[src/verilog/hdc_pkg.sv]
// Package of constants and types for the hall output conditioning chain
package hdc_pkg;
  // Command codes of the programming port
  localparam logic [1:0] CMD_READ = 2'h0;
  localparam logic [1:0] CMD_WRITE = 2'h1;
  localparam logic [1:0] CMD_LOCK = 2'h2;
  // Setting addresses
  localparam logic [3:0] ADR_MODE = 4'h0;
  localparam logic [3:0] ADR_SENS = 4'h1;
  localparam logic [3:0] ADR_QUIES = 4'h2;
  localparam logic [3:0] ADR_CLLOW = 4'h3;
  localparam logic [3:0] ADR_CLHIGH = 4'h4;
  localparam logic [3:0] ADR_LINTC = 4'h5;
  localparam logic [3:0] ADR_QUADTC = 4'h6;
  localparam logic [3:0] ADR_READOUT = 4'h7;
  localparam logic [3:0] ADR_TRIM0 = 4'h8;
  localparam logic [3:0] ADR_TRIM1 = 4'h9;
  localparam logic [3:0] ADR_LOCK = 4'hA;
  // Mode field positions
  localparam int RANGE_LSB = 0;
  localparam int FILTER_LSB = 3;
  // Reset values of the settings
  localparam logic [5:0] MODE_RST = 6'h00;
  localparam logic [15:0] SENS_RST = 16'h0800;
  localparam logic [10:0] QUIES_RST = 11'h200;
  localparam logic [9:0] CLLOW_RST = 10'h000;
  localparam logic [10:0] CLHIGH_RST = 11'h7FF;
  localparam logic [7:0] LINTC_RST = 8'h00;
  localparam logic [7:0] QUADTC_RST = 8'h00;
  // Factory trim, values arbitrary
  localparam logic [15:0] TRIM0_VAL = 16'h1234;
  localparam logic [15:0] TRIM1_VAL = 16'h5678;
  // Supply window in millivolts
  localparam int VDD_MIN_MV = 4500;
  localparam int VDD_MAX_MV = 5500;
  // Full output span in DAC codes, 2048 readout counts per span
  localparam int SPAN_SHIFT = 11;
  localparam logic [11:0] DAC_MAX = 12'h7FF;
  // Programming request
  typedef struct packed {
    logic [1:0] cmd;
    logic [3:0] addr;
    logic [15:0] data;
  } hdc_req_s;
  typedef enum logic [2:0] {
    ST_RUN = 3'b001,
    ST_PROG = 3'b010,
    ST_LOCKED = 3'b100
  } hdc_state_e;
endpackage

[src/verilog/hdc_conditioning.sv]
// Digital conditioning core of a programmable linear field sensor
`timescale 1ns/1ps
module hdc_conditioning
  import hdc_pkg::*;
#(
  parameter int SAMPLE_W = 14
) (
  input wire logic clk,
  input wire logic reset_n,
  input wire logic [SAMPLE_W-1:0] sample,
  input wire logic sampleValid,
  input wire logic [12:0] supplyMv,
  input wire logic [7:0] temperature,
  input wire logic selectPin,
  input wire logic cmdValid,
  input wire hdc_req_s cmdReq,
  input wire logic cmdDone,
  output logic [11:0] dacCode,
  output logic analogEnable,
  output logic [15:0] replyData,
  output logic replyValid,
  output logic [2:0] rangeSelect,
  output logic [7:0] trimOsc
);
  // Reject every width other than the 14 bits of the readout register
  if (SAMPLE_W != 14) begin : g_bad_width
    $error("hdc_conditioning: SAMPLE_W must be 14");
  end

  // Whole module state in one record
  typedef struct packed {
    hdc_state_e state;
    logic selSync1;
    logic selSync2;
    logic [5:0] mode;
    logic [15:0] sens;
    logic [10:0] quies;
    logic [9:0] clLow;
    logic [10:0] clHigh;
    logic [7:0] linTc;
    logic [7:0] quadTc;
    logic [17:0] filt;
    logic [13:0] readout;
    logic [11:0] dac;
    logic analogOn;
    logic [15:0] reply;
    logic replyV;
  } hdc_core_s;

  hdc_core_s cur;
  hdc_core_s nxt;

  // saturate a readout into the span of the filter corner
  // Converter gain differs per corner, so the span does too
  function automatic logic [13:0] sat14(input logic signed [19:0] v,
    input logic [2:0] f);
    logic signed [19:0] hi;
    logic signed [19:0] lo;
    case (f)
      3'h0: begin
        hi = 20'sh00F7F;
        lo = -20'sh00F80;
      end
      3'h1: begin
        hi = 20'sh007C1;
        lo = -20'sh007C1;
      end
      3'h2: begin
        hi = 20'sh014AA;
        lo = -20'sh014AC;
      end
      3'h3: begin
        hi = 20'sh00A55;
        lo = -20'sh00A56;
      end
      // Fastest corner, also taken by unused codes
      default: begin
        hi = 20'sh005E7;
        lo = -20'sh005E8;
      end
    endcase
    if (v > hi) begin
      sat14 = hi[13:0];
    end else if (v < lo) begin
      sat14 = lo[13:0];
    end else begin
      sat14 = v[13:0];
    end
  endfunction

  // Filter shift per corner; slower corners average longer
  function automatic logic [2:0] filtShift(input logic [2:0] f);
    case (f)
      3'h0: filtShift = 3'h6;
      3'h1: filtShift = 3'h5;
      3'h2: filtShift = 3'h4;
      3'h3: filtShift = 3'h3;
      3'h4: filtShift = 3'h2;
      default: filtShift = 3'h2;
    endcase
  endfunction

  // Comb signals of the data path
  logic signed [19:0] filtIn;
  logic signed [19:0] filtDelta;
  logic signed [19:0] filtNew;
  logic signed [15:0] effSens;
  logic signed [31:0] tcTerm;
  logic signed [31:0] prod;
  logic signed [31:0] sum;
  logic [11:0] satSum;
  logic [11:0] clamped;
  logic supplyOk;
  logic cmdForMe;
  logic [15:0] rdData;
  logic signed [8:0] dT;

  always_comb begin
    // north pole positive: sample polarity passed as signed
    filtIn = 20'(signed'(sample)) <<< 4;
    // first-order low-pass on every valid sample
    filtDelta = (filtIn - 20'(signed'(cur.filt))) >>> filtShift(
      cur.mode[FILTER_LSB +: 3]);
    filtNew = 20'(signed'(cur.filt)) + filtDelta;
    // sensitivity scaled by linear and quadratic terms
    dT = signed'({1'b0, temperature}) - 9'sd128;
    tcTerm = (32'(signed'(cur.linTc)) * 32'(dT)
      + ((32'(signed'(cur.quadTc)) * 32'(dT) * 32'(dT)) >>> 7)) >>> 6;
    effSens = 16'(32'(signed'(cur.sens))
      + ((32'(signed'(cur.sens)) * tcTerm) >>> 11));
    // unity sensitivity moves 2048 readout counts per span
    prod = (32'(signed'(cur.readout)) * 32'(effSens)) >>> SPAN_SHIFT;
    // quiescent steps are two DAC codes: full span
    sum = prod + (32'(signed'(cur.quies)) <<< 1);
    if (sum < 0) begin
      satSum = 12'h000;
    end else if (sum > 32'(DAC_MAX)) begin
      satSum = DAC_MAX;
    end else begin
      satSum = sum[11:0];
    end
    if (satSum < {2'h0, cur.clLow}) begin
      clamped = {2'h0, cur.clLow};
    end else if (satSum > {1'b0, cur.clHigh}) begin
      clamped = {1'b0, cur.clHigh};
    end else begin
      clamped = satSum;
    end
    supplyOk = (supplyMv >= 13'(VDD_MIN_MV))
      && (supplyMv <= 13'(VDD_MAX_MV));
    // only act when selected through our output pin
    cmdForMe = cmdValid && cur.selSync2;
    // Read multiplexer; trim registers are constants
    case (cmdReq.addr)
      ADR_MODE: rdData = {10'h000, cur.mode};
      ADR_SENS: rdData = cur.sens;
      ADR_QUIES: rdData = {5'h00, cur.quies};
      ADR_CLLOW: rdData = {6'h00, cur.clLow};
      ADR_CLHIGH: rdData = {5'h00, cur.clHigh};
      ADR_LINTC: rdData = {8'h00, cur.linTc};
      ADR_QUADTC: rdData = {8'h00, cur.quadTc};
      // readout as signed 14 bits, sign extended
      ADR_READOUT: rdData = {{2{cur.readout[13]}}, cur.readout};
      ADR_TRIM0: rdData = TRIM0_VAL;
      ADR_TRIM1: rdData = TRIM1_VAL;
      ADR_LOCK: rdData = {15'h0000, cur.state == ST_LOCKED};
      default: rdData = 16'h0000;
    endcase
  end

  // Next-state logic
  always_comb begin
    nxt = cur;
    nxt.replyV = 1'b0;
    // Select pin comes from outside: two flops first
    nxt.selSync1 = selectPin;
    nxt.selSync2 = cur.selSync1;
    if (sampleValid) begin
      nxt.filt = filtNew[17:0];
      // readout span follows the filter corner
      nxt.readout = sat14(filtNew >>> 4, cur.mode[FILTER_LSB +: 3]);
    end
    nxt.dac = clamped;
    case (cur.state)
      ST_RUN: begin
        // start an exchange on a command for us
        if (cmdForMe) begin
          nxt.state = ST_PROG;
        end
      end
      ST_PROG: begin
        if (cmdDone) begin
          nxt.state = ST_RUN;
          nxt.replyV = 1'b1;
          nxt.reply = rdData;
          if (cmdReq.cmd == CMD_WRITE) begin
            case (cmdReq.addr)
              ADR_MODE: nxt.mode = cmdReq.data[5:0];
              ADR_SENS: nxt.sens = cmdReq.data;
              // signed quiescent, minus to plus span
              ADR_QUIES: nxt.quies = cmdReq.data[10:0];
              // low clamp limited to half span
              ADR_CLLOW: nxt.clLow = cmdReq.data[9:0];
              ADR_CLHIGH: nxt.clHigh = cmdReq.data[10:0];
              ADR_LINTC: nxt.linTc = cmdReq.data[7:0];
              ADR_QUADTC: nxt.quadTc = cmdReq.data[7:0];
              default: nxt.reply = rdData;
            endcase
          end else if (cmdReq.cmd == CMD_LOCK) begin
            nxt.state = ST_LOCKED;
          end
        end
      end
      ST_LOCKED: nxt.state = ST_LOCKED;
      default: nxt.state = ST_RUN;
    endcase
    // analog output only outside exchanges in band
    nxt.analogOn = supplyOk && (nxt.state != ST_PROG);
  end

  // State register
  always_ff @(posedge clk or negedge reset_n) begin
    if (!reset_n) begin
      cur <= '{state: ST_RUN, selSync1: 1'b0, selSync2: 1'b0,
        mode: MODE_RST, sens: SENS_RST, quies: QUIES_RST,
        clLow: CLLOW_RST, clHigh: CLHIGH_RST, linTc: LINTC_RST,
        quadTc: QUADTC_RST, filt: 18'h00000, readout: 14'h0000,
        dac: 12'h000, analogOn: 1'b0, reply: 16'h0000, replyV: 1'b0};
    end else begin
      cur <= nxt;
    end
  end

  assign dacCode = cur.dac;
  assign analogEnable = cur.analogOn;
  assign replyData = cur.reply;
  assign replyValid = cur.replyV;
  assign rangeSelect = cur.mode[RANGE_LSB +: 3];
  assign trimOsc = TRIM0_VAL[7:0];
endmodule

[config.mk]
export PLATFORM = sky130hd
export DESIGN_NAME = hdc_conditioning
export DESIGN_NICKNAME = d
export VERILOG_FILES = /design/src/verilog/hdc_pkg.sv /design/src/verilog/hdc_conditioning.sv
export SDC_FILE = /design/constraint.sdc
export NUM_CORES = 2
export LEC_CHECK = 0
export ABC_AREA = 1
export BUFFER_PORTS_ARGS = -buffer_cell sky130_fd_sc_hd__buf_2
export CORE_MARGIN = 2
export CORE_UTILIZATION = 51
export CTS_BUF_LIST = sky130_fd_sc_hd__clkbuf_4 sky130_fd_sc_hd__clkbuf_8 sky130_fd_sc_hd__clkbuf_16
export CTS_CLUSTER_SIZE = 40
export DETAILED_ROUTE_END_ITERATION = 6
export PLACE_DENSITY = 0.73
export SYNTH_ARGS = -nofsm -noshare
export SYNTH_HDL_FRONTEND = slang
export SYNTH_SLANG_ARGS = --single-unit
[constraint.sdc]
create_clock -name clk -period 64.2 [get_ports clk]
set_input_delay 12.84 -clock clk [delete_from_list [all_inputs] [get_ports clk]]
set_output_delay 12.84 -clock clk [all_outputs]
set_load 0.05 [all_outputs]
# Word-level counts from Yosys, hierarchy flattened
# Cells that the tools add are included.
# word_totals
input_bits	63
word_cells	87
ff_bits	137
output_inout_bits	41
# op_classes
multipliers	5
magnitude_cmp	8
eq_ne	19
reduce_logical	13
muxes	19
n_shift	1
add_sub_neg	6
# op_table
cell	count
$pmux 16 s11	1
$pmux 13 s4	2
$mux 12	4
$mux 20	2
$mul 8x9->17	2
$gt 32x11->1 const B	1
$mul 14x16->30	1
$mux 14	2
$reduce_and 4->1	7
$mul 16x14->27	1
$mul 17x9->26	1
$add 17x19->20	1
$add 18x20->20	1
$add 19x12->20	1
$gt 16x20->1	1
$lt 16x20->1	1
$lt 20x1->1 const B	1
$sshr 19x3->20	1
$sub 18x18->19	1
$add 16x16->16	1
$eq 4x3->1 const B	4
$ge 13x13->1 const B	1
$le 13x13->1 const B	1
$eq 4x4->1 const B	3
other kinds (19)	29

# Depth between registers and ports, before layout
# logic_depth
word_depth	14
depth_mapped	158
depth_no_buf	155

# Worst setup path before layout
# Ideal clock, no wire load.
# synth_timing
path_kind	input -> register
from	input temperature[7]
to	register cur (netlist bit dacCode[3])
t_required_ns	64.083
setup_time_ns	0.117
stages	140
slack_ns	25.132
t_arrival_ns	38.951
path_buffers	5
cell_sequence	clkbuf_1 -> clkbuf_1 -> nor2_1 -> inv_1 -> fa_1 -> fa_1 -> inv_1 -> fa_1 -> fa_1 -> ha_1 -> a21oi_1 -> o21ai_0 -> nand2_1 -> nand2_1 -> a21oi_1 -> nor2_1 -> o21ai_0 -> nand2_1 -> [104 not listed] -> xnor2_1 -> ha_1 -> nand2_1 -> nor4_1 -> nand4_1 -> nand3_1 -> xor2_1 -> a21oi_1 -> nand3_1 -> clkinv_2 -> a21oi_1 -> ha_1 -> nand4_1 -> o41ai_1 -> dlygate4sd1_1 -> o21ai_0 -> nand2_1 -> nand2_1
# synth_via
elab_chain_len	14
word_cells_on_any_way	17
cone_classes	add/sub: 4; mul: 5; order compare: 4; mux: 4
# synth_rtl
element	line_no	rtl
start: declaration	hdc_conditioning.sv:13	input wire logic [7:0] temperature,
$sub 8x8->9 (*)	hdc_conditioning.sv:126	dT = signed'({1'b0, temperature}) - 9'sd128;
$mul 8x9->17	hdc_conditioning.sv:128	+ ((32'(signed'(cur.quadTc)) * 32'(dT) * 32'(dT)) >>> 7)) >>> 6;
$mul 17x9->26	hdc_conditioning.sv:128	
$add 17x19->20 (*)	hdc_conditioning.sv:128	
$mul 16x14->27 (*)	hdc_conditioning.sv:130	+ ((32'(signed'(cur.sens)) * tcTerm) >>> 11));
$add 16x16->16 (*)	hdc_conditioning.sv:130	
$mul 14x16->30 (*)	hdc_conditioning.sv:132	prod = (32'(signed'(cur.readout)) * 32'(effSens)) >>> SPAN_SHIFT;
$add 19x12->20 (*)	hdc_conditioning.sv:134	sum = prod + (32'(signed'(cur.quies)) <<< 1);
$gt 32x11->1	hdc_conditioning.sv:137	end else if (sum > 32'(DAC_MAX)) begin
$mux 12	hdc_conditioning.sv:137	
$mux 12 (*)	hdc_conditioning.sv:135	if (sum < 0) begin
$gt 12x11->1	hdc_conditioning.sv:144	end else if (satSum > {1'b0, cur.clHigh}) begin
$mux 12	hdc_conditioning.sv:144	
$mux 12 (*)	hdc_conditioning.sv:142	if (satSum < {2'h0, cur.clLow}) begin
via clamped[3]	hdc_conditioning.sv:112	logic [11:0] clamped;
end signal: assignment	hdc_conditioning.sv:224	cur <= '{state: ST_RUN, selSync1: 1'b0, selSync2: 1'b0,
end signal: assignment	hdc_conditioning.sv:230	cur <= nxt;
end: declaration	hdc_conditioning.sv:50	hdc_core_s cur;
# Mark *: on every way through the listed nets, which the timed path passes. The rest lies on a longest branch.
# A chain may end at the register's enable or synchronous reset.

# Final worst setup path
# layout_timing
from	input temperature[7]
to	register cur (netlist bit dacCode[0])
# Same word-level chain as after synthesis.

==> qor.yml <==
status: "complete, no violations"
ctsRootBufferMaster: "clkbuf_16"
rr_worst_depth: 133
seq_area_frac_synth: 0.0909
clkTransAtPathRegs_ns: 0.07
slowest_stage: "o41ai_2"
dieHeight_um: 277
place_area_mm2: 0.0388
rows: 99
worstHoldPathCells: 0
path_depth: 129
reg2reg_to: "dacCode[0]"
startpoint: "temperature[7]"
worstPathRequired_ns: 64.59
met1_usage: 0.363
r2r_start: "cur[62]"
ys.flop_type: "dfrtp_1"
wl_um: 98700
dieArea_mm2: 0.0765
drv_slew: 0
postSynthAreaPerCell_um2: 7.87
fin_hold_ws_ns: 0.365
drcViolationCount: 0
viasPerCell: 5.31
htree_num_levels: 4
fin_crit_ns: 42.18
die_w_um: 277
io_buffers: 95
finalSetupViolCount: 0
vias: 30500
design_area_mm2: 0.0395
grt-busiest-layer: "met2"
core_mm2: 0.0733
async_reset_ff_frac: 1.00
holdCritPathClass: "reg -> reg"
start_util: 0.517
fmax_mhz: 23.7
post_cts_resized: 0
drive_gt1_frac: 0.0468
drtIter0Drc: 2326
synthToLayoutAreaGrowth_pct: 4.17
fin_crit_sh: 0.657
routedWlPerCell_um: 17.2
ys_warn_count: 0
antenna_found_initial: 3
dp_slack_ns: 21.68
clk_latency_ns: 0.46
ys_seq_elements: 137
ant_nets: 0
cts_tree: "built"
clock_sinks: 137
grt_max_degree: 77
io_pins: 104
cts_buffer_depth: 2
critPathKind: "in -> reg"
nNetsFinal: 5891
gp_routability_congestion: 0.934
netlist_area_mm2: 0.0379
grt_pass1_vias: 31900
synthCells: 4814
drt-pass1-iter-count: 7
grt-ovfl-total: 0
cp-start-kind: "input port"
worstMarginPinSlew_ns: 1.25
synth-edff-count: 0
critical_path_buf_inv_count: 20
grtUsageMet2: 0.435
critical_path.top_delay_family: "adder cells"
cts-hold-fix-buffers: 0
setup_ws_ns: 22.02
cts-buffers-inserted: 17
grt_usage: 0.269
reg2reg_slack_ns: 34.59
rsz0062_at_grt: "false"
maxCapViolCount: 0
cts_setup_buffers: 0
use_met3: 0.0630
crit_end: "dacCode[0]"
crit_fanout: 35
crit_top_cell: "nand2_1"
cpPeakStageDelay_ns: 0.83
finClkSkew_ns: 0.0147
synthDistinctLibCells: 69
detailed_place_hpwl_um: 81500
critPathArrivalTime_ns: 42.57
critPathCaptureType: "flop"
finalHoldViolCount: 0
antenna_cells_inserted: 0
setup_tns_ns: 0
grt_pass1_wl_um: 165000
max-slew-margin-rel: 0.163
-- kinds of logic after synthesis --
kind of cell    after synthesis  share of synthesized area
other cells                   2                   0.000198
simple gates               1584                      0.170
buf+inv                    1358                      0.140
xor+xnor                    147                     0.0340
fa+ha+maj                  1056                      0.484
compound gates              523                     0.0786
flops                       137                     0.0909
mux                           7                    0.00185
-- through the flow --
| step | instances | utilization |
|---|---|---|
| 2_1_floorplan | 4821 | - |
| 3_3_place_gp | 5712 | 0.530 |
| 6_report | 5744 | 0.539 |
| 3_5_place_dp | 5712 | 0.530 |
| 5_1_grt | 5744 | 0.539 |
| 4_1_cts | 5744 | 0.539 |
-- cell usage in the layout, fill, tap and decap left out, drive strengths merged, types with 15 or more instances in the layout --
cell,Yosys,final
a21o,15,15
a21oi,186,186
a221oi,15,15
a31oi,16,16
buf,55,102
clkbuf,114,17
clkinv,14,17
dfrtp,123,123
fa,686,686
ha,370,370
inv,1174,1183
nand2,979,979
nand3,99,99
nand4,24,24
nor2,409,409
nor3,20,20
o211ai,15,15
o21ai,204,204
o21bai,17,17
or2,31,31
xnor2,64,64
xor2,83,83
-- worst register-to-register path, delay by kind of cell (launching register included) --
family                     cells  cell delay (ns)
AOI/OAI and AO/OA             25             4.38
xor gates and xnor gates       4             1.02
adders and majority gates     34            15.12
buffers and inverters         18             2.31
DFF                            1             0.61
and+or+nand+nor               52             6.11
-- worst min-delay path by stage --
stage	from	endpoint	slack, ns
global placement	cur[133]	cur[132]	0.34
floorplan	cur[133]	cur[132]	0.33
detailed placement	cur[133]	cur[132]	0.35
finish	cur[133]	cur[132]	0.36
global route	cur[133]	cur[132]	0.37
CTS	cur[133]	cur[132]	0.37
-- flip-flops by register name, indices dropped and copies added, names as in the netlist --
signal,flops
analogEnable,1
rangeSelect,3
cur,104
replyData,16
replyValid,1
dacCode,12
-- layout make-up --
class | instances | area [um2]
sequential | 137 | 3450
fill | 6874 | 33800
multi-input combinational | 3326 | 29200
timing repair buffer | 102 | 534
inverter | 1188 | 4460
clock buffer | 17 | 425
clock inverter | 15 | 225
tap | 959 | 1200
-- layer usage --
layer | wire [um] | vias up
met4 | 2820 | 4
met5 | 27 | -
met3 | 8540 | 220
met1 | 42300 | 14800
met2 | 45000 | 1140
li1 | - | 14300
-- synth_stat cells, drive strengths merged (15+ instances only) --
master  count  area, um2
inv      1174       4410
nand2     979       3720
fa        686      13700
nor2      409       1620
ha        370       4630
o21ai     204       1030
a21oi     186        931
dfrtp     123       3080
clkbuf    114        428
nand3      99        510
xor2       83        727
xnor2      64        561
buf        55        402
or2        31        194
nand4      24        150
nor3       20        105
o21bai     17        135
a31oi      16        100
a21o       15        113
a221oi     15        131
o211ai     15        113
Power is left out: the tool's default activity adds up to more than one toggle a clock period on the data nets, which glitch-free logic cannot reach.
